`src/core/mft_pkg.sv`:
```
// constants, field layouts and carriers for the terminal logic block
package mft_pkg;
  localparam int CLK_PERIOD_NS = 10;
  localparam int SCAN_TIME_US = 2000;
  localparam int SCAN_CYCLES = SCAN_TIME_US * 1000 / CLK_PERIOD_NS;
  localparam int LONG_PRESS_MS = 2000;
  localparam int LONG_TICKS = LONG_PRESS_MS * 1000 / SCAN_TIME_US;

  localparam int AW = 5;
  localparam int DW = 16;
  localparam int NIN = 6;
  localparam int FW = 16;

  // register word addresses
  localparam logic [AW-1:0] A_FSEL0 = 5'h00; // 0x00..0x05, one per input
  localparam logic [AW-1:0] A_SCAN_N = 5'h06;
  localparam logic [AW-1:0] A_POL15 = 5'h07;
  localparam logic [AW-1:0] A_POL6 = 5'h08;
  localparam logic [AW-1:0] A_STEP = 5'h09;
  localparam logic [AW-1:0] A_HOLD = 5'h0a;
  localparam logic [AW-1:0] A_SRC = 5'h0b;
  localparam logic [AW-1:0] A_STOPM = 5'h0c;
  localparam logic [AW-1:0] A_UPPER = 5'h0d;
  localparam logic [AW-1:0] A_LOWER = 5'h0e;
  localparam logic [AW-1:0] A_PRESET0 = 5'h0f;
  localparam logic [AW-1:0] A_RELAY_F = 5'h10;
  localparam logic [AW-1:0] A_TRANS_F = 5'h11;
  localparam logic [AW-1:0] A_REACH = 5'h12;
  localparam logic [AW-1:0] A_BAND = 5'h13;
  localparam logic [AW-1:0] A_RAMP = 5'h14;
  localparam logic [AW-1:0] A_STATUS = 5'h18;
  localparam logic [AW-1:0] A_SETPT = 5'h19;

  // reset values
  localparam logic [7:0] RST_SCAN_N = 8'h01;
  localparam logic [FW-1:0] RST_UPPER = 16'h9c40;
  localparam logic [FW-1:0] RST_RAMP = 16'h0001;
  localparam logic [4:0] RST_FSEL [NIN] = '{5'h00, 5'h01, 5'h02, 5'h03,
                                             5'h0f, 5'h10};

  // input function codes
  localparam logic [4:0] FN_UP = 5'h0f;
  localparam logic [4:0] FN_DOWN = 5'h10;
  localparam logic [4:0] FN_SRC_SEL = 5'h11;
  localparam logic [4:0] FN_PID_OFF = 5'h12;
  localparam logic [4:0] FN_PID_ICLR = 5'h13;
  localparam logic [4:0] FN_FLT_RST = 5'h14;

  localparam logic [2:0] SRC_UPDOWN = 3'h3;
  localparam int SRC_SUB_LSB = 3;

  typedef enum logic [1:0] {
    HOLD_KEEP_IDLE = 2'b00,
    HOLD_ZERO = 2'b01,
    HOLD_KEEP_ACTIVE = 2'b10
  } mft_hold_t;

  typedef enum logic [3:0] {
    OF_RUN = 4'h0, OF_FAULT = 4'h1, OF_REACHED = 4'h2, OF_AT_LEVEL = 4'h3,
    OF_ABOVE = 4'h4, OF_BELOW = 4'h5, OF_RESTART = 4'h6, OF_PWR_LOSS = 4'h7,
    OF_ESTOP = 4'h8, OF_BBLOCK = 4'h9, OF_MOT_OVL = 4'ha, OF_DRV_OVL = 4'hb,
    OF_OVERTRQ = 4'hc, OF_PID_LOSS = 4'hd
  } mft_ofunc_t;

  typedef struct packed {
    logic fault;
    logic restart;
    logic pwr_loss;
    logic estop;
    logic bblock;
    logic mot_ovl;
    logic drv_ovl;
    logic overtrq;
    logic pid_loss;
  } mft_drv_status_t;

  typedef struct packed {
    logic sub_src_sel;
    logic updown_src;
    logic pid_disable;
    logic pid_int_clear;
    logic fault_reset;
    logic coast_stop;
  } mft_cmd_t;
endpackage : mft_pkg

```
`src/core/mft_terminal.sv`:
```
// multifunction terminal inputs, up/down setpoint and digital outputs
//
// Function
// - up/down acts only when the selected frequency source equals 3.
// - hold mode 0 starts from preset zero; up/down ramps, release holds.
// - holding modes store the stop-time setpoint back into preset zero.
// - hold mode 0 ignores up and down while stopped.
// - hold mode 2 keeps setpoint and accepts up/down while stopped.
// - hold mode 1 clears setpoint to zero at stop and start.
// - stop during up/down ramps or coasts per stop-method setting.
// - up and down together are ignored; setpoint unchanged.
// - nonzero step size moves setpoint one step per assertion.
// - stepped input held over 2 s switches to continuous ramping.
// - zero step size ramps continuously while up or down is held.
// - up/down steps and preset starts are clamped between lower and upper limits.
// - function 17 selects main source when off, sub source when on.
// - function 18 disables the PID function while on.
// - function 19 clears the PID integrator while on.
// - function 20 is a fault reset; nothing happens while off.
// - inputs sampled every 2 ms, accepted after N equal samples.
// - relay and transistor outputs each select function 0 to 13.
// - function 2 asserts when output frequency is near command.
// - function 3 asserts when output frequency is near reach level.
// - function 4 asserts above reach level, function 5 below it.
// - five polarity bits for inputs one to five, one for six.
//
// Local design decisions: the register offsets and strobed register access.
`timescale 1ns/10ps
module mft_terminal #(
  parameter int SCAN_CYC = mft_pkg::SCAN_CYCLES
) (
  input wire logic i_ref_clk,
  input wire logic i_rst_n,
  input wire logic [mft_pkg::AW-1:0] i_addr,
  input wire logic [mft_pkg::DW-1:0] i_wdata,
  input wire logic i_wr,
  input wire logic i_rd,
  output logic [mft_pkg::DW-1:0] o_rdata,
  input wire logic [mft_pkg::NIN-1:0] i_multifunction_inputs,
  input wire logic i_run,
  input wire logic i_running,
  input wire logic [mft_pkg::FW-1:0] i_out_freq,
  input wire logic [mft_pkg::FW-1:0] i_cmd_freq,
  input wire mft_pkg::mft_drv_status_t i_drv_status,
  output logic [mft_pkg::FW-1:0] o_setpoint,
  output mft_pkg::mft_cmd_t o_cmd,
  output logic o_relay_output_one,
  output logic o_transistor_output_one
);
  logic [4:0] fsel [mft_pkg::NIN];
  logic [7:0] scan_n;
  logic [4:0] pol15;
  logic pol6;
  logic [mft_pkg::FW-1:0] step, upper, lower, preset0, reach, band, ramp;
  mft_pkg::mft_hold_t hold;
  logic [5:0] src;
  logic stop_coast;
  logic [3:0] relay_f, trans_f;
  logic [31:0] scan_cnt;
  logic [mft_pkg::NIN-1:0] stable, up_dn_q;
  logic [7:0] db_cnt [mft_pkg::NIN];
  logic [9:0] held;
  logic run_q, up_q, dn_q;
  logic [mft_pkg::FW-1:0] setpoint, next_setpoint;

  wire tick = (scan_cnt == 32'(SCAN_CYC - 1));
  wire [mft_pkg::NIN-1:0] pol = {pol6, pol15};
  wire [mft_pkg::NIN-1:0] level = i_multifunction_inputs ^ pol;

  function automatic logic fn_on(input logic [4:0] code,
      input logic [4:0] sel [mft_pkg::NIN], input logic [5:0] st);
    logic r;
    r = 1'b0;
    for (int k = 0; k < mft_pkg::NIN; k++) begin
      r = r | (st[k] & (sel[k] == code));
    end
    return r;
  endfunction : fn_on
  function automatic logic [mft_pkg::FW-1:0] absdiff(
      input logic [mft_pkg::FW-1:0] a, input logic [mft_pkg::FW-1:0] b);
    return (a > b) ? a - b : b - a;
  endfunction : absdiff
  function automatic logic [mft_pkg::FW-1:0] clamp(input logic [16:0] v,
      input logic neg, input logic [mft_pkg::FW-1:0] lo,
      input logic [mft_pkg::FW-1:0] hi);
    logic [mft_pkg::FW-1:0] r;
    r = v[mft_pkg::FW-1:0];
    if (neg | (v[mft_pkg::FW-1:0] < lo)) begin
      r = lo;
    end else if (v[16] | (v[mft_pkg::FW-1:0] > hi)) begin
      r = hi;
    end
    return r;
  endfunction : clamp
  // decoded terminal functions
  wire f_up = fn_on(mft_pkg::FN_UP, fsel, stable);
  wire f_dn = fn_on(mft_pkg::FN_DOWN, fsel, stable);
  wire f_sub = fn_on(mft_pkg::FN_SRC_SEL, fsel, stable);
  wire [2:0] act_src = f_sub ? src[5:mft_pkg::SRC_SUB_LSB] :
      src[2:0];
  wire ud_src = (act_src == mft_pkg::SRC_UPDOWN);
  wire run_rise = i_run & ~run_q;
  wire run_fall = ~i_run & run_q;
  wire ud_live = ud_src &
      (i_run | (hold == mft_pkg::HOLD_KEEP_ACTIVE));
  wire one_key = f_up ^ f_dn;
  wire ud_step_en = ud_live & tick & one_key;
  wire key_rise = (f_up & ~up_q) | (f_dn & ~dn_q);
  wire stepped = (step != '0);
  wire long_held = (held >= 10'(mft_pkg::LONG_TICKS));
  // a stepped key moves once on press, then ramps after the long hold
  wire [mft_pkg::FW-1:0] delta = (stepped & key_rise) ? step :
      ((~stepped | long_held) ? ramp : '0);
  wire [16:0] sum_up = {1'b0, setpoint} + {1'b0, delta};
  wire [16:0] sum_dn = {1'b0, setpoint} - {1'b0, delta};

  always_comb begin
    next_setpoint = setpoint;
    if (run_rise & ud_src) begin
      next_setpoint = (hold == mft_pkg::HOLD_ZERO) ? '0 :
          clamp({1'b0, preset0}, 1'b0, lower, upper);
    end else if (run_fall & ud_src & (hold == mft_pkg::HOLD_ZERO)) begin
      next_setpoint = '0;
    end else if (ud_step_en) begin
      next_setpoint = f_up ? clamp(sum_up, 1'b0, lower, upper) :
          clamp(sum_dn, sum_dn[16], lower, upper);
    end
  end

  // debounce on the 2 ms scan; scan counter runs every clock, debounce counters only on ticks
  always_ff @(posedge i_ref_clk or negedge i_rst_n) begin
    if (!i_rst_n) begin
      scan_cnt <= '0;
    end else begin
      scan_cnt <= tick ? '0 : scan_cnt + 32'h1;
    end
  end
  for (genvar k = 0; k < mft_pkg::NIN; k++) begin : g_db
    always_ff @(posedge i_ref_clk or negedge i_rst_n) begin
      if (!i_rst_n) begin
        stable[k] <= 1'b0;
        db_cnt[k] <= '0;
      end else if (tick) begin
        if (level[k] == stable[k]) begin
          db_cnt[k] <= '0;
        end else if (db_cnt[k] + 8'h1 >= scan_n) begin
          stable[k] <= level[k];
          db_cnt[k] <= '0;
        end else begin
          db_cnt[k] <= db_cnt[k] + 8'h1;
        end
      end
    end
  end
  always_ff @(posedge i_ref_clk or negedge i_rst_n) begin
    if (!i_rst_n) begin
      up_q <= 1'b0;
      dn_q <= 1'b0;
      held <= '0;
    end else if (tick) begin
      up_q <= f_up;
      dn_q <= f_dn;
      if (!one_key) begin
        held <= '0;
      end else if (!long_held) begin
        held <= held + 10'h1;
      end
    end
  end

  always_ff @(posedge i_ref_clk or negedge i_rst_n) begin
    if (!i_rst_n) begin
      run_q <= 1'b0;
      setpoint <= '0;
    end else begin
      run_q <= i_run;
      setpoint <= next_setpoint;
    end
  end

  // register writes; the stop-time store beats a same-cycle software write
  wire store_pre = run_fall & ud_src & (hold != mft_pkg::HOLD_ZERO);
  always_ff @(posedge i_ref_clk or negedge i_rst_n) begin
    if (!i_rst_n) begin
      for (int k = 0; k < mft_pkg::NIN; k++) begin
        fsel[k] <= mft_pkg::RST_FSEL[k];
      end
      scan_n <= mft_pkg::RST_SCAN_N;
      pol15 <= '0;
      pol6 <= 1'b0;
      step <= '0;
      hold <= mft_pkg::HOLD_KEEP_IDLE;
      src <= '0;
      stop_coast <= 1'b0;
      upper <= mft_pkg::RST_UPPER;
      lower <= '0;
      preset0 <= '0;
      relay_f <= '0;
      trans_f <= '0;
      reach <= '0;
      band <= '0;
      ramp <= mft_pkg::RST_RAMP;
    end else begin
      if (i_wr) begin
        for (int k = 0; k < mft_pkg::NIN; k++) begin
          if (i_addr == mft_pkg::A_FSEL0 + 5'(k)) begin
            fsel[k] <= i_wdata[4:0];
          end
        end
        case (i_addr)
          mft_pkg::A_SCAN_N: scan_n <= (i_wdata[7:0] == '0) ?
              mft_pkg::RST_SCAN_N : i_wdata[7:0];
          mft_pkg::A_POL15: pol15 <= i_wdata[4:0];
          mft_pkg::A_POL6: pol6 <= i_wdata[0];
          mft_pkg::A_STEP: step <= i_wdata;
          mft_pkg::A_HOLD: hold <= mft_pkg::mft_hold_t'(i_wdata[1:0]);
          mft_pkg::A_SRC: src <= i_wdata[5:0];
          mft_pkg::A_STOPM: stop_coast <= i_wdata[0];
          mft_pkg::A_UPPER: upper <= i_wdata;
          mft_pkg::A_LOWER: lower <= i_wdata;
          mft_pkg::A_PRESET0: preset0 <= i_wdata;
          mft_pkg::A_RELAY_F: relay_f <= i_wdata[3:0];
          mft_pkg::A_TRANS_F: trans_f <= i_wdata[3:0];
          mft_pkg::A_REACH: reach <= i_wdata;
          mft_pkg::A_BAND: band <= i_wdata;
          mft_pkg::A_RAMP: ramp <= i_wdata;
          default: ;
        endcase
      end
      if (store_pre) begin
        preset0 <= setpoint;
      end
    end
  end

  // read mux; unmapped words read zero
  logic [mft_pkg::DW-1:0] rd_mux;
  always_comb begin
    rd_mux = '0;
    if (i_addr < mft_pkg::A_FSEL0 + 5'(mft_pkg::NIN)) begin
      rd_mux = {11'h0, fsel[i_addr[2:0]]};
    end
    case (i_addr)
      mft_pkg::A_SCAN_N: rd_mux = {8'h0, scan_n};
      mft_pkg::A_POL15: rd_mux = {11'h0, pol15};
      mft_pkg::A_POL6: rd_mux = {15'h0, pol6};
      mft_pkg::A_STEP: rd_mux = step;
      mft_pkg::A_HOLD: rd_mux = {14'h0, hold};
      mft_pkg::A_SRC: rd_mux = {10'h0, src};
      mft_pkg::A_STOPM: rd_mux = {15'h0, stop_coast};
      mft_pkg::A_UPPER: rd_mux = upper;
      mft_pkg::A_LOWER: rd_mux = lower;
      mft_pkg::A_PRESET0: rd_mux = preset0;
      mft_pkg::A_RELAY_F: rd_mux = {12'h0, relay_f};
      mft_pkg::A_TRANS_F: rd_mux = {12'h0, trans_f};
      mft_pkg::A_REACH: rd_mux = reach;
      mft_pkg::A_BAND: rd_mux = band;
      mft_pkg::A_RAMP: rd_mux = ramp;
      mft_pkg::A_STATUS: rd_mux = {8'h0, o_transistor_output_one,
          o_relay_output_one, stable};
      mft_pkg::A_SETPT: rd_mux = setpoint;
      default: ;
    endcase
  end

  always_ff @(posedge i_ref_clk or negedge i_rst_n) begin
    if (!i_rst_n) begin
      o_rdata <= '0;
    end else begin
      o_rdata <= i_rd ? rd_mux : '0;
    end
  end

  // output drive conditions
  function automatic logic out_sel(input logic [3:0] f,
      input logic [mft_pkg::FW-1:0] fo, input logic [mft_pkg::FW-1:0] fc,
      input logic [mft_pkg::FW-1:0] lv, input logic [mft_pkg::FW-1:0] bd,
      input logic run, input mft_pkg::mft_drv_status_t s);
    logic r;
    case (mft_pkg::mft_ofunc_t'(f))
      mft_pkg::OF_RUN: r = run;
      mft_pkg::OF_FAULT: r = s.fault;
      mft_pkg::OF_REACHED: r = absdiff(fo, fc) <= bd;
      mft_pkg::OF_AT_LEVEL: r = absdiff(fo, lv) <= bd;
      mft_pkg::OF_ABOVE: r = fo > lv;
      mft_pkg::OF_BELOW: r = fo < lv;
      mft_pkg::OF_RESTART: r = s.restart;
      mft_pkg::OF_PWR_LOSS: r = s.pwr_loss;
      mft_pkg::OF_ESTOP: r = s.estop;
      mft_pkg::OF_BBLOCK: r = s.bblock;
      mft_pkg::OF_MOT_OVL: r = s.mot_ovl;
      mft_pkg::OF_DRV_OVL: r = s.drv_ovl;
      mft_pkg::OF_OVERTRQ: r = s.overtrq;
      mft_pkg::OF_PID_LOSS: r = s.pid_loss;
      default: r = 1'b0;
    endcase
    return r;
  endfunction : out_sel

  mft_pkg::mft_cmd_t next_cmd;
  always_comb begin
    next_cmd.sub_src_sel = f_sub;
    next_cmd.updown_src = ud_src;
    next_cmd.pid_disable = fn_on(mft_pkg::FN_PID_OFF, fsel, stable);
    next_cmd.pid_int_clear =
        fn_on(mft_pkg::FN_PID_ICLR, fsel, stable);
    next_cmd.fault_reset = fn_on(mft_pkg::FN_FLT_RST, fsel, stable);
    next_cmd.coast_stop = stop_coast;
  end

  always_ff @(posedge i_ref_clk or negedge i_rst_n) begin
    if (!i_rst_n) begin
      o_cmd <= '0;
      o_relay_output_one <= 1'b0;
      o_transistor_output_one <= 1'b0;
    end else begin
      o_cmd <= next_cmd;
      o_relay_output_one <= out_sel(relay_f, i_out_freq, i_cmd_freq,
          reach, band, i_running, i_drv_status);
      o_transistor_output_one <= out_sel(trans_f, i_out_freq, i_cmd_freq,
          reach, band, i_running, i_drv_status);
    end
  end

  assign o_setpoint = setpoint;
endmodule : mft_terminal

```
`config.mk`:
```
export PLATFORM = sky130hd
export DESIGN_NAME = mft_terminal
export DESIGN_NICKNAME = d
export VERILOG_FILES = /design/src/core/mft_pkg.sv /design/src/core/mft_terminal.sv
export SDC_FILE = /design/constraint.sdc
export NUM_CORES = 1
export LEC_CHECK = 0
export BUFFER_PORTS_ARGS = -buffer_cell sky130_fd_sc_hd__buf_2
export CORE_MARGIN = 5
export CORE_UTILIZATION = 41
export CTS_CLUSTER_SIZE = 14
export DETAILED_ROUTE_END_ITERATION = 16
export GPL_TIMING_DRIVEN = 0
export PLACE_DENSITY = 0.53
export SETUP_SLACK_MARGIN = 0.1
export SYNTH_ARGS = -nofsm -noshare
export SYNTH_HDL_FRONTEND = slang
export SYNTH_SLANG_ARGS = --single-unit
```
`constraint.sdc`:
```
create_clock -name i_ref_clk -period 9.6 [get_ports i_ref_clk]
set_clock_uncertainty 0.15 [all_clocks]
set_input_delay 1.44 -clock i_ref_clk [delete_from_list [all_inputs] [get_ports i_ref_clk]]
set_output_delay 1.44 -clock i_ref_clk [all_outputs]
set_load 0.05 [all_outputs]
```
# --- Word level (Yosys, flattened, before mapping) ---
# Index checks and enable logic that the tools add are counted.
# Widths: inputs -> output; s select.
word_totals:
  reg_bits: 312
  input_bits: 74
  out_inout_bits: 40
  word_cells: 355
classes:
  addsub: 14
  magnitude_cmp: 20
  n_eq_ne: 96
  muxes: 43
  bitwise: 98
  n_reduce_logical: 36
ops:
  columns: ["op", "count"]
  rows:
  - ["$mux 16", 19]
  - ["$pmux 16 s17", 1]
  - ["$eq 5x5->1 const B", 37]
  - ["$mux 8", 13]
  - ["$gt 16x16->1", 5]
  - ["$eq 5x4->1 const B", 14]
  - ["$lt 16x16->1", 4]
  - ["$sub 16x16->16", 4]
  - ["$add 8x1->8 const B", 6]
  - ["$and 1x1->1", 48]
  - ["$eq 4x4->1 const B", 12]
  - ["$ge 8x8->1", 6]
  - ["$reduce_and 2->1", 22]
  - ["$or 1x1->1", 36]
  - ["$add 32x1->32 const B", 1]
  - ["$eq 32x18->1 const B", 1]
  - ["$eq 4x3->1 const B", 8]
  - ["$le 16x16->1", 2]
  - ["$mux 32", 1]
  - ["$pmux 1 s14", 2]
  - ["$eq 5x3->1 const B", 4]
  - ["$mux 10", 2]
  - ["$reduce_and 3->1", 6]
  - ["$add 16x16->17", 1]
  - ["28 further kinds", 52]

# --- Depth between registers and ports, before layout ---
# Gate-level depths: netlist of run 1.
logic_depth:
  depth_word: 20
  depth_mapped: 32
  mapped_depth_nobuf: 29

# --- Worst setup path before layout of run 1 ---
# Ideal clock, no wire load.
synth_path:
  path_type: "register -> register"
  start: "register fsel[8] (netlist name)"
  end: "register setpoint (netlist bit o_setpoint[12])"
  setup_time_ps: 126
  arrival_ps: 6184
  required_ps: 9324
  slack_ps: 3141
  stages_incl_launch_ff: 29
  path_buffers: 2
  synth_period_minus_slack_ps: 6459
  cell_sequence: "dfstp_2 nand4bb_1 nor3_1 a2111oi_0 nand2_1 inv_1 o22ai_1 nand2_1 clkbuf_1 mux2_2 ha_1 inv_1 a21o_1 or4_1 a41oi_2 o41ai_1 a21oi_1 xor2_1 ha_1 a21o_1 a21oi_1 nor2b_1 a211o_1 o21ai_1 and2_1 buf_2 mux2_2 a221oi_1 o21ai_1"
synth_via:
  elab_chain_len: 17
  word_cells_on_any_way: 44
  cone_classes: "add/sub (2); order compare (4); eq/ne (4); mux (10); bitwise (23); reduce/logical (1)"
synth_rtl:
  columns: ["item", "line", "text"]
  rows:
  - ["from (decl)", "mft_terminal.sv:50", "logic [4:0] fsel [mft_pkg::NIN];"]
  - ["from (signal, indexed assignment)", "mft_terminal.sv:186", "fsel[k] <= mft_pkg::RST_FSEL[k];"]
  - ["from (signal, indexed assignment)", "mft_terminal.sv:207", "fsel[k] <= i_wdata[4:0];"]
  - ["$eq 5x4->1 / $eq 5x5->1 (equally long branches)", "mft_terminal.sv:75", "r = r | (st[k] & (sel[k] == code));"]
  - ["$and 1x1->1", "mft_terminal.sv:75", null]
  - ["$or 1x1->1 (2 in a row)", "mft_terminal.sv:75", null]
  - ["$and 1x1->1", "mft_terminal.sv:108", "wire key_rise = (f_up & ~up_q) | (f_dn & ~dn_q);"]
  - ["$or 1x1->1", "mft_terminal.sv:108", null]
  - ["$and 1x1->1", "mft_terminal.sv:112", "wire [mft_pkg::FW-1:0] delta = (stepped & key_rise) ? step :"]
  - ["$mux 16", "mft_terminal.sv:112", null]
  - ["$sub 16x16->17 / $add 16x16->17 (equally long branches)", "mft_terminal.sv:115, mft_terminal.sv:114", null]
  - ["$gt 16x16->1", "mft_terminal.sv:90", "end else if (v[16] | (v[mft_pkg::FW-1:0] > hi)) begin"]
  - ["$or 1x1->1", "mft_terminal.sv:90", null]
  - ["$mux 16", "mft_terminal.sv:90", null]
  - ["$mux 16", "mft_terminal.sv:88", "if (neg | (v[mft_pkg::FW-1:0] < lo)) begin"]
  - ["$mux 16", "mft_terminal.sv:125", "next_setpoint = f_up ? clamp(sum_up, 1'b0, lower, upper) :"]
  - ["$mux 16", "mft_terminal.sv:124", "end else if (ud_step_en) begin"]
  - ["$mux 16", "mft_terminal.sv:122", "end else if (run_fall & ud_src & (hold == mft_pkg::HOLD_ZERO)) begin"]
  - ["$mux 16", "mft_terminal.sv:119", "if (run_rise & ud_src) begin"]
  - ["to (signal assigned)", "mft_terminal.sv:177", "setpoint <= next_setpoint;"]
  - ["to (decl)", "mft_terminal.sv:64", "logic [mft_pkg::FW-1:0] setpoint, next_setpoint;"]
# Parallel ways exist; a longest one is shown, timed or not. The select of a mux whose other input is x is not followed.
# A chain may end at the register's enable or synchronous reset.

# --- Worst setup path in the final report of run 1 ---
layout_path:
  start: "register stable[4] (netlist name)"
  end: "register setpoint (netlist bit o_setpoint[13])"
layout_via:
  elab_chain_len: 16
  word_cells_on_any_way: 41
  cone_classes: "add/sub (2); order compare (4); eq/ne (1); mux (10); bitwise (23); reduce/logical (1)"
layout_rtl:
  columns: ["item", "line", "text"]
  rows:
  - ["from (decl)", "mft_terminal.sv:60", "logic [mft_pkg::NIN-1:0] stable, up_dn_q;"]
  - ["from (signal, indexed assignment)", "mft_terminal.sv:147", "stable[k] <= level[k];"]
  - ["$and 1x1->1", "mft_terminal.sv:75", null]
  - ["$or 1x1->1 (2 in a row)", "mft_terminal.sv:75", null]
  - ["$and 1x1->1", "mft_terminal.sv:108", null]
  - ["$or 1x1->1", "mft_terminal.sv:108", null]
  - ["$and 1x1->1", "mft_terminal.sv:112", null]
  - ["$mux 16", "mft_terminal.sv:112", null]
  - ["$sub 16x16->17 / $add 16x16->17 (equally long branches)", "mft_terminal.sv:115, mft_terminal.sv:114", null]
  - ["$gt 16x16->1", "mft_terminal.sv:90", null]
  - ["$or 1x1->1", "mft_terminal.sv:90", null]
  - ["$mux 16", "mft_terminal.sv:90", null]
  - ["$mux 16", "mft_terminal.sv:88", null]
  - ["$mux 16", "mft_terminal.sv:125", null]
  - ["$mux 16", "mft_terminal.sv:124", null]
  - ["$mux 16", "mft_terminal.sv:122", null]
  - ["$mux 16", "mft_terminal.sv:119", null]
# Parallel ways exist; a longest one is shown, timed or not. The select of a mux whose other input is x is not followed.

==> impl_table.tex, run 1 <==
\begin{tabular}{lr}
\hline
Metric & Value \\
\hline
\multicolumn{2}{l}{\textbf{Setup path}} \\
Crit path capture & o\_setpoint[13]\$\_DFFE\_PN0P\_ \\
CP arrival & 9.37 ns \\
Startpoint type of the worst setup path & register \\
Critical path data required time & around 10 ns \\
Standard cell with the maximum stage delay on the critical path & o21ai\_1 \\
Register-to-register setup slack & roughly 0.54 ns \\
Crit Path Class & register to register \\
Endpoint of the lowest-slack register-to-register path & o\_setpoint[13]\$\_DFFE\_PN0P\_ \\
Element type at the critical path end & register \\
Worst r2r path cells & 29 \\
Maximum net fanout on the critical path & 10 \\
Maximum cell stage delay along the critical path & approximately 0.63 ns \\
Start point of the critical path & stable[4]\$\_DFFE\_PN0P\_ \\
Worst R2R Start & stable[4]\$\_DFFE\_PN0P\_ \\
\multicolumn{2}{l}{\textbf{Layout}} \\
Leading cell types in the layout, fill and taps excluded & dfrtp\_1, ha\_1, mux2\_2 \\
Filler instances & 5745 \\
Signed area change from the synthesized netlist to the final layout & 11.7\% \\
Multi-input gate area in the final layout & $\sim$15000 um\^{}2 \\
Most frequent standard cell in the layout excluding fill and tap cells & dfrtp\_1 \\
Reg area & 7830 um\^{}2 \\
Net total in the final layout & around 3.0k \\
Layout cells sized above 1 & 0.163 \\
\multicolumn{2}{l}{\textbf{Timing}} \\
Number of pins exceeding their max-slew limit in the final report & 0 \\
Achievable clock frequency & between 100 and 150 MHz \\
Ratio of final minimum period to clock period & 0.944 \\
Unrepaired setup endpoints after global routing & false \\
Worst hold margin & around 0.3 ns \\
Max-slew headroom at the worst pin & 0.0155 \\
Minimum clock period & 9.06 ns \\
\# setup viols final & 0 \\
Slew at the pin with the worst max-slew slack & approximately 1.5 ns \\
Final hold violations & 0 \\
Setup TNS & 0 ns \\
\multicolumn{2}{l}{\textbf{Floorplanning}} \\
Number of top-level design ports & 114 \\
Vertical die dimension & approximately 250 um \\
Starting utilization of the core area & 0.412 \\
Core area & 58800 um\^{}2 \\
Die W & 253 um \\
Count of standard-cell rows & 89 \\
Die area & approximately 64000 um\^{}2 \\
\multicolumn{2}{l}{\textbf{Status}} \\
Failing checks & capacitance limit \\
Result of the run & finished, violations left \\
\multicolumn{2}{l}{\textbf{GRT}} \\
All-layer global routing usage & 0.243 \\
Vias in the first global route & about 20k \\
Largest net degree at the start of global routing & around 120 \\
Total global routing overflow & 0 \\
Initial antenna violation count & 5 \\
First-pass GRT wire length & roughly 120 mm \\
\multicolumn{2}{l}{\textbf{Placement}} \\
Number of buffers added on ports & $\sim$100 \\
Post-detail-place hpwl & approximately 63 mm \\
Final weighted congestion in routability-driven placement & about 0.96 \\
\multicolumn{2}{l}{\textbf{Logic synthesis}} \\
Number of enable flip-flop cells after synthesis & 0 \\
Primary FF master, synth & dfrtp\_1 \\
Number of distinct library cells after synthesis & 85 \\
Gate count after technology mapping & 2526 \\
Largest area contributor in the netlist & dfrtp\_1 \\
Share of the synthesized area in the top cell type & 0.305 \\
Part of the Yosys area used for sequential elements & 0.323 \\
Share of flip-flops with an asynchronous set or reset after synthesis & 1.00 \\
Total of flip-flops plus latches after synthesis & approximately 310 \\
Leading post-synthesis cells by cell area & dfrtp\_1, ha\_1, mux2\_2, xnor2\_1, a21oi\_1 \\
Post-synthesis area per instance & around 9.6 um\^{}2 \\
Total nets after synthesis & roughly 2.9k \\
Netlist Area Pre-Place & around 24000 um\^{}2 \\
Warnings, synthesis & 0 \\
\multicolumn{2}{l}{\textbf{Clock tree}} \\
CTS tree & yes \\
Insertion delay to the later sink of the worst-skew pair & about 0.56 ns \\
Worst-case clock buffer depth & 3 \\
Total CTS buffers & 38 \\
\# H-tree levels & 2 \\
Clock Root Buffer & clkbuf\_16 \\
Clock-pin slew on the worst setup and hold paths & 0.06 ns \\
Count of clock tree sinks & between 300 and 400 \\
\multicolumn{2}{l}{\textbf{Flow run}} \\
Number of maximum-capacitance violations & 1 \\
\multicolumn{2}{l}{\textbf{Routing}} \\
Post-detailed-routing wire length & 79.4 mm \\
Number of violations reported at the end of detailed-routing iteration 0 & $\sim$1.5k \\
Routed Antenna Nets & 0 \\
Number of search-and-repair iterations in the first detailed-routing pass & 6 \\
Wire per inst & 22.9 um \\
DRC violations left & 0 \\
Via/cell ratio & 5.85 \\
Via total after detailed routing & roughly 20k \\
\multicolumn{2}{l}{\textbf{Worst hold path}} \\
Class of the tightest hold or removal check & register to register \\
Min-delay src & stop\_coast\$\_DFFE\_PN0P\_ \\
\multicolumn{2}{l}{\textbf{Pwr}} \\
Total power density per cell area & between 200 and 300 nW/um\^{}2 \\
Static power due to leakage & about 13 nW \\
Worst vdd ir & between 0.15 and 0.2 mV \\
\hline
\end{tabular}
[worst min-delay path by stage]
stage	slack [ns]	endpoint	cells after the start
finish	0.30	o_cmd[0]$_DFF_PN0_	0
global route	0.30	o_cmd[0]$_DFF_PN0_	0
CTS	0.31	o_cmd[0]$_DFF_PN0_	0
detailed placement	0.29	o_cmd[0]$_DFF_PN0_	0
global placement	0.29	o_cmd[0]$_DFF_PN0_	0
floorplan	0.22	o_cmd[0]$_DFF_PN0_	0
[sequential cells by signal, indices dropped and copies added (netlist names), 2 cells and up]
| register | flops |
|---|---|
| db_cnt | 48 |
| scan_cnt | 32 |
| fsel | 30 |
| band | 16 |
| lower | 16 |
| o_rdata | 16 |
| o_setpoint | 16 |
| preset0 | 16 |
| ramp | 16 |
| reach | 16 |
| step | 16 |
| upper | 16 |
| held | 10 |
| scan_n | 8 |
| o_cmd | 6 |
| src | 6 |
| stable | 6 |
| pol15 | 5 |
| relay_f | 4 |
| trans_f | 4 |
| hold | 2 |
[cells by family (layout without fill, tap and decap cells)]
group,count (synthesis),count (layout),share of synthesized area
compound gates,632,632,0.181
xor+xnor,136,136,0.0491
fa+ha+maj,284,284,0.148
buf+inv,278,453,0.0446
flops,312,312,0.323
mux,276,276,0.129
other cells,0,2,0
simple gates,608,608,0.125
[synthesized netlist by cell type, types with 19 or more instances]
cell,number
nand2b_1,20
xor2_1,51
dfrtp_1,296
a22o_1,49
inv_1,180
a21oi_1,148
mux2i_1,68
and2_1,22
and3_1,24
nor2_1,120
mux2_2,197
o21ai_0,88
nor2b_1,28
nor4_1,19
nor3_1,38
o211ai_1,29
ha_1,278
xnor2_1,85
a31oi_1,28
nand4_1,38
buf_2,25
a22oi_1,25
nand3_1,57
a221oi_1,26
a21o_1,88
nand2_1,177
clkbuf_1,63
[power by group]
group          total [mW]  internal [mW]  leakage, nW  switching [mW]
Clock                1.49          0.887        0.634           0.599
Sequential           1.83           1.52         4.01           0.311
Combinational        3.63           1.46         8.18            2.18
[metrics by stage]
step                std cells  cell area (um^2)  power (mW)  setup WS, ns   util
finish                   3476             27100        6.95         0.535  0.461
global route             3476             27100        7.47         0.174  0.461
CTS                      3474             27100        6.95         0.542  0.461
detailed placement       3405             25800        5.43         0.599  0.439
global placement         3403             25700        5.35         0.580  0.438
floorplan                2526             24300        4.32          3.14      -
[worst max-delay path, delay by kind of cell (launching register included)]
family | cells | cell delay [ns]
buf+inv | 4 | 1.77
simple gates | 9 | 2.25
flops | 1 | 0.53
fa+ha+maj | 2 | 0.61
compound gates | 13 | 3.31
xor+xnor | 1 | 0.32
[final cells by class]
| class | count | share of cell area |
|---|---|---|
| antenna | 2 | 0.000185 |
| clock inverter | 16 | 0.00683 |
| timing repair buffer | 106 | 0.0216 |
| inverter | 181 | 0.0251 |
| clock buffer | 53 | 0.0405 |
| buffer | 97 | 0.0149 |
| tap | 773 | 0.0357 |
| multi-input combinational | 1936 | 0.566 |
| sequential | 312 | 0.289 |
[layer usage]
metal	vias up	track usage	part of all wire	routed length, um
li1	9573	-	-	-
met1	10102	0.335	0.45	35900
met2	557	0.400	0.47	37100
met3	116	0.0327	0.053	4180
met4	0	0.0713	0.029	2290
met5	-	0	0	0
[what timing repair did]
action | in CTS | in global routing
setup buffers | 0 | 0
hold buffers | 0 | 0
gates resized for setup | 0 | 1
endpoints found under the setup margin | 0 | 1
(Power assumes the default switching activity.)
==> run 2: changes to the inputs <==
--- a/config.mk
+++ b/config.mk
@@ -5,13 +5,14 @@
 export SDC_FILE = /design/constraint.sdc
 export NUM_CORES = 1
 export LEC_CHECK = 0
+export ABC_CLOCK_PERIOD_IN_PS = 8200
 export BUFFER_PORTS_ARGS = -buffer_cell sky130_fd_sc_hd__buf_2
-export CORE_MARGIN = 5
+export CORE_MARGIN = 8
 export CORE_UTILIZATION = 41
 export CTS_CLUSTER_SIZE = 14
 export DETAILED_ROUTE_END_ITERATION = 16
 export GPL_TIMING_DRIVEN = 0
-export PLACE_DENSITY = 0.53
+export PLACE_DENSITY = 0.55
 export SETUP_SLACK_MARGIN = 0.1
 export SYNTH_ARGS = -nofsm -noshare
 export SYNTH_HDL_FRONTEND = slang
==> constraint.sdc (replaced) <==
create_clock -name i_ref_clk -period 8.2 [get_ports i_ref_clk]
set_clock_uncertainty 0.15 [all_clocks]
set_input_delay 1.23 -clock i_ref_clk [delete_from_list [all_inputs] [get_ports i_ref_clk]]
set_output_delay 1.23 -clock i_ref_clk [all_outputs]
set_load 0.05 [all_outputs]
==> impl_table.tex, run 2 (synthesis results as in run 1) <==
\begin{tabular}{lr}
\hline
Metric & Value \\
\hline
\multicolumn{2}{l}{\textbf{Timing}} \\
Number of pins exceeding their max-slew limit in the final report & 0 \\
Unrepaired setup endpoints after global routing & false \\
Slew at the pin with the worst max-slew slack & 1.10 ns \\
\# setup viols final & 0 \\
Achievable clock frequency & approximately 130 MHz \\
Max-slew headroom at the worst pin & 0.262 \\
Final hold violations & 0 \\
Setup TNS & 0 ns \\
Minimum clock period & around 7.7 ns \\
Ratio of final minimum period to clock period & 0.939 \\
\multicolumn{2}{l}{\textbf{Setup path}} \\
Start point of the critical path & stable[4]\$\_DFFE\_PN0P\_ \\
CP arrival & 7.96 ns \\
Worst R2R Start & stable[4]\$\_DFFE\_PN0P\_ \\
Element type at the critical path end & register \\
Startpoint type of the worst setup path & register \\
Register-to-register setup slack & between 0.5 and 0.6 ns \\
Crit path capture & o\_setpoint[15]\$\_DFFE\_PN0P\_ \\
Critical path data required time & 8.46 ns \\
Worst r2r path cells & 26 \\
Maximum net fanout on the critical path & 10 \\
Endpoint of the lowest-slack register-to-register path & o\_setpoint[15]\$\_DFFE\_PN0P\_ \\
Crit Path Class & register to register \\
\multicolumn{2}{l}{\textbf{GRT}} \\
Initial antenna violation count & 5 \\
Total global routing overflow & 0 \\
All-layer global routing usage & 0.227 \\
First-pass GRT wire length & 121 mm \\
Largest net degree at the start of global routing & $\sim$130 \\
Vias in the first global route & roughly 20k \\
\multicolumn{2}{l}{\textbf{Worst hold path}} \\
Cell depth of the worst hold path & 0 \\
Class of the tightest hold or removal check & register to register \\
\multicolumn{2}{l}{\textbf{Flow run}} \\
Number of maximum-capacitance violations & 0 \\
\multicolumn{2}{l}{\textbf{Clock tree}} \\
Clock Root Buffer & clkbuf\_16 \\
Worst-case clock buffer depth & 3 \\
\# H-tree levels & 2 \\
Clock-pin slew on the worst setup and hold paths & 0.06 ns \\
Insertion delay to the later sink of the worst-skew pair & 0.57 ns \\
Total CTS buffers & 37 \\
Hold buffer count at cts & 0 \\
CTS tree & yes \\
Count of clock tree sinks & 312 \\
\multicolumn{2}{l}{\textbf{Routing}} \\
Via total after detailed routing & slightly above 20k \\
DRC violations left & 0 \\
Via/cell ratio & approximately 5.9 \\
Number of search-and-repair iterations in the first detailed-routing pass & 6 \\
Post-detailed-routing wire length & $\sim$78 mm \\
Number of violations reported at the end of detailed-routing iteration 0 & 1695 \\
Wire per inst & about 22 um \\
Routed Antenna Nets & 0 \\
\multicolumn{2}{l}{\textbf{Floorplanning}} \\
Die area & approximately 67000 um\^{}2 \\
Starting utilization of the core area & 0.412 \\
Count of standard-cell rows & between 80 and 90 \\
Vertical die dimension & around 260 um \\
Die W & 259 um \\
Number of top-level design ports & approximately 110 \\
Core area & just under 60000 um\^{}2 \\
\multicolumn{2}{l}{\textbf{Placement}} \\
Placed Area & between 20000 and 30000 um\^{}2 \\
Number of buffers added on ports & around 100 \\
Final weighted congestion in routability-driven placement & about 0.99 \\
Post-detail-place hpwl & between 60 and 70 mm \\
\multicolumn{2}{l}{\textbf{Layout}} \\
Most frequent standard cell in the layout excluding fill and tap cells & dfrtp\_1 \\
Core Util, Final & 0.462 \\
Filler instances & 5638 \\
Reg area & about 8000 um\^{}2 \\
Number of flip-flops under the largest register name & 48 \\
Leading cell types in the layout, fill and taps excluded & dfrtp\_1, ha\_1, mux2\_2 \\
Signed area change from the synthesized netlist to the final layout & 12.0\% \\
Layout cells sized above 1 & 0.166 \\
Area of all placed cells without fillers & around 27000 um\^{}2 \\
Registers with the most flip-flops & db\_cnt (48), scan\_cnt (32), fsel (30) \\
Net total in the final layout & around 3k \\
Multi-input gate area in the final layout & $\sim$15000 um\^{}2 \\
Register containing the most flip-flops in the final layout & db\_cnt \\
\multicolumn{2}{l}{\textbf{Pwr}} \\
Static power due to leakage & 12.8 nW \\
Worst vdd ir & about 0.20 mV \\
Total power density per cell area & around 300 nW/um\^{}2 \\
Total power draw & between 8 and 9 mW \\
\multicolumn{2}{l}{\textbf{Status}} \\
Result of the run & finished, final reports clean \\
\hline
\end{tabular}
## run 2: cell count changes in the layout (fill, tap and decap cells not counted), sizes merged, moves of 2 or more
| cell | change |
|---|---|
| buf | +4 |
| clkbuf | +2 |
| inv | -3 |
| clkinv | -4 |
## run 2: what timing repair did
action                                  in CTS  in global routing
gates resized for setup                      6                 12
cloned                                       0                  0
pin swaps                                    0                  1
setup buffers                                0                  2
endpoints found under the setup margin      16                 16
## run 2: how the worst min path moves through the flow
stage | endpoint | from
global route | o_cmd[0]$_DFF_PN0_ | stop_coast$_DFFE_PN0P_
detailed placement | o_cmd[0]$_DFF_PN0_ | stop_coast$_DFFE_PN0P_
floorplan | o_cmd[0]$_DFF_PN0_ | stop_coast$_DFFE_PN0P_
global placement | o_cmd[0]$_DFF_PN0_ | stop_coast$_DFFE_PN0P_
CTS | o_cmd[0]$_DFF_PN0_ | stop_coast$_DFFE_PN0P_
finish | o_cmd[0]$_DFF_PN0_ | stop_coast$_DFFE_PN0P_
## run 2: worst max-delay path, cell delays in order, from the launching register on
cell	delay, ns
dfrtp_1	0.52
nand2_1	0.17
o22ai_1	0.09
nor3_1	0.27
nand2_2	0.26
clkinvlp_4	0.20
o22ai_2	0.12
nand2_2	0.21
buf_2	0.33
mux2_2	0.44
ha_1	0.50
inv_1	0.15
or3_1	0.39
nor3_1	0.42
nand2b_1	0.18
a21oi_1	0.08
xnor2_1	0.20
ha_1	0.35
nand4_1	0.20
or4_1	0.49
or3_1	0.46
a221o_1	0.34
buf_2	0.20
inv_2	0.11
nor2_1	0.04
a2111oi_0	0.50
o31ai_1	0.16
## run 2: power by group
group / internal [mW] / switching (mW) / total (mW)
Clock: 1.07 / 0.688 / 1.75
Sequential: 1.77 / 0.358 / 2.13
Combinational: 1.74 / 2.60 / 4.34
Total: 4.58 / 3.65 / 8.22
## run 2: stage by stage
step           hold slack, ns  instances  worst slack [ns]
6_report                0.292       3474             0.502
5_1_grt                 0.306       3474             0.124
4_1_cts                 0.310       3472            0.0730
3_5_place_dp            0.292       3406            -0.804
3_3_place_gp            0.283       3403            -0.728
2_1_floorplan           0.219       2526              1.74
## run 2: per-layer routing
layer  share of wire  global-route usage  up-vias
met5         0.00017                   0        -
met3           0.059              0.0391      124
met2            0.46               0.371      634
met1            0.45               0.303    10056
li1                -                   -     9597
met4           0.032              0.0730        2
## run 2: final cells by class
cell class | instances | share of cell area
clock inverters | 9 | 0.00645
clock buffers | 57 | 0.0409
plain buffers | 96 | 0.0148
multi-input cells | 1936 | 0.567
well taps | 773 | 0.0356
flip-flops and latches | 312 | 0.288
diodes | 1 | 0.0000921
repair buffers | 109 | 0.0223
inverters | 181 | 0.0251
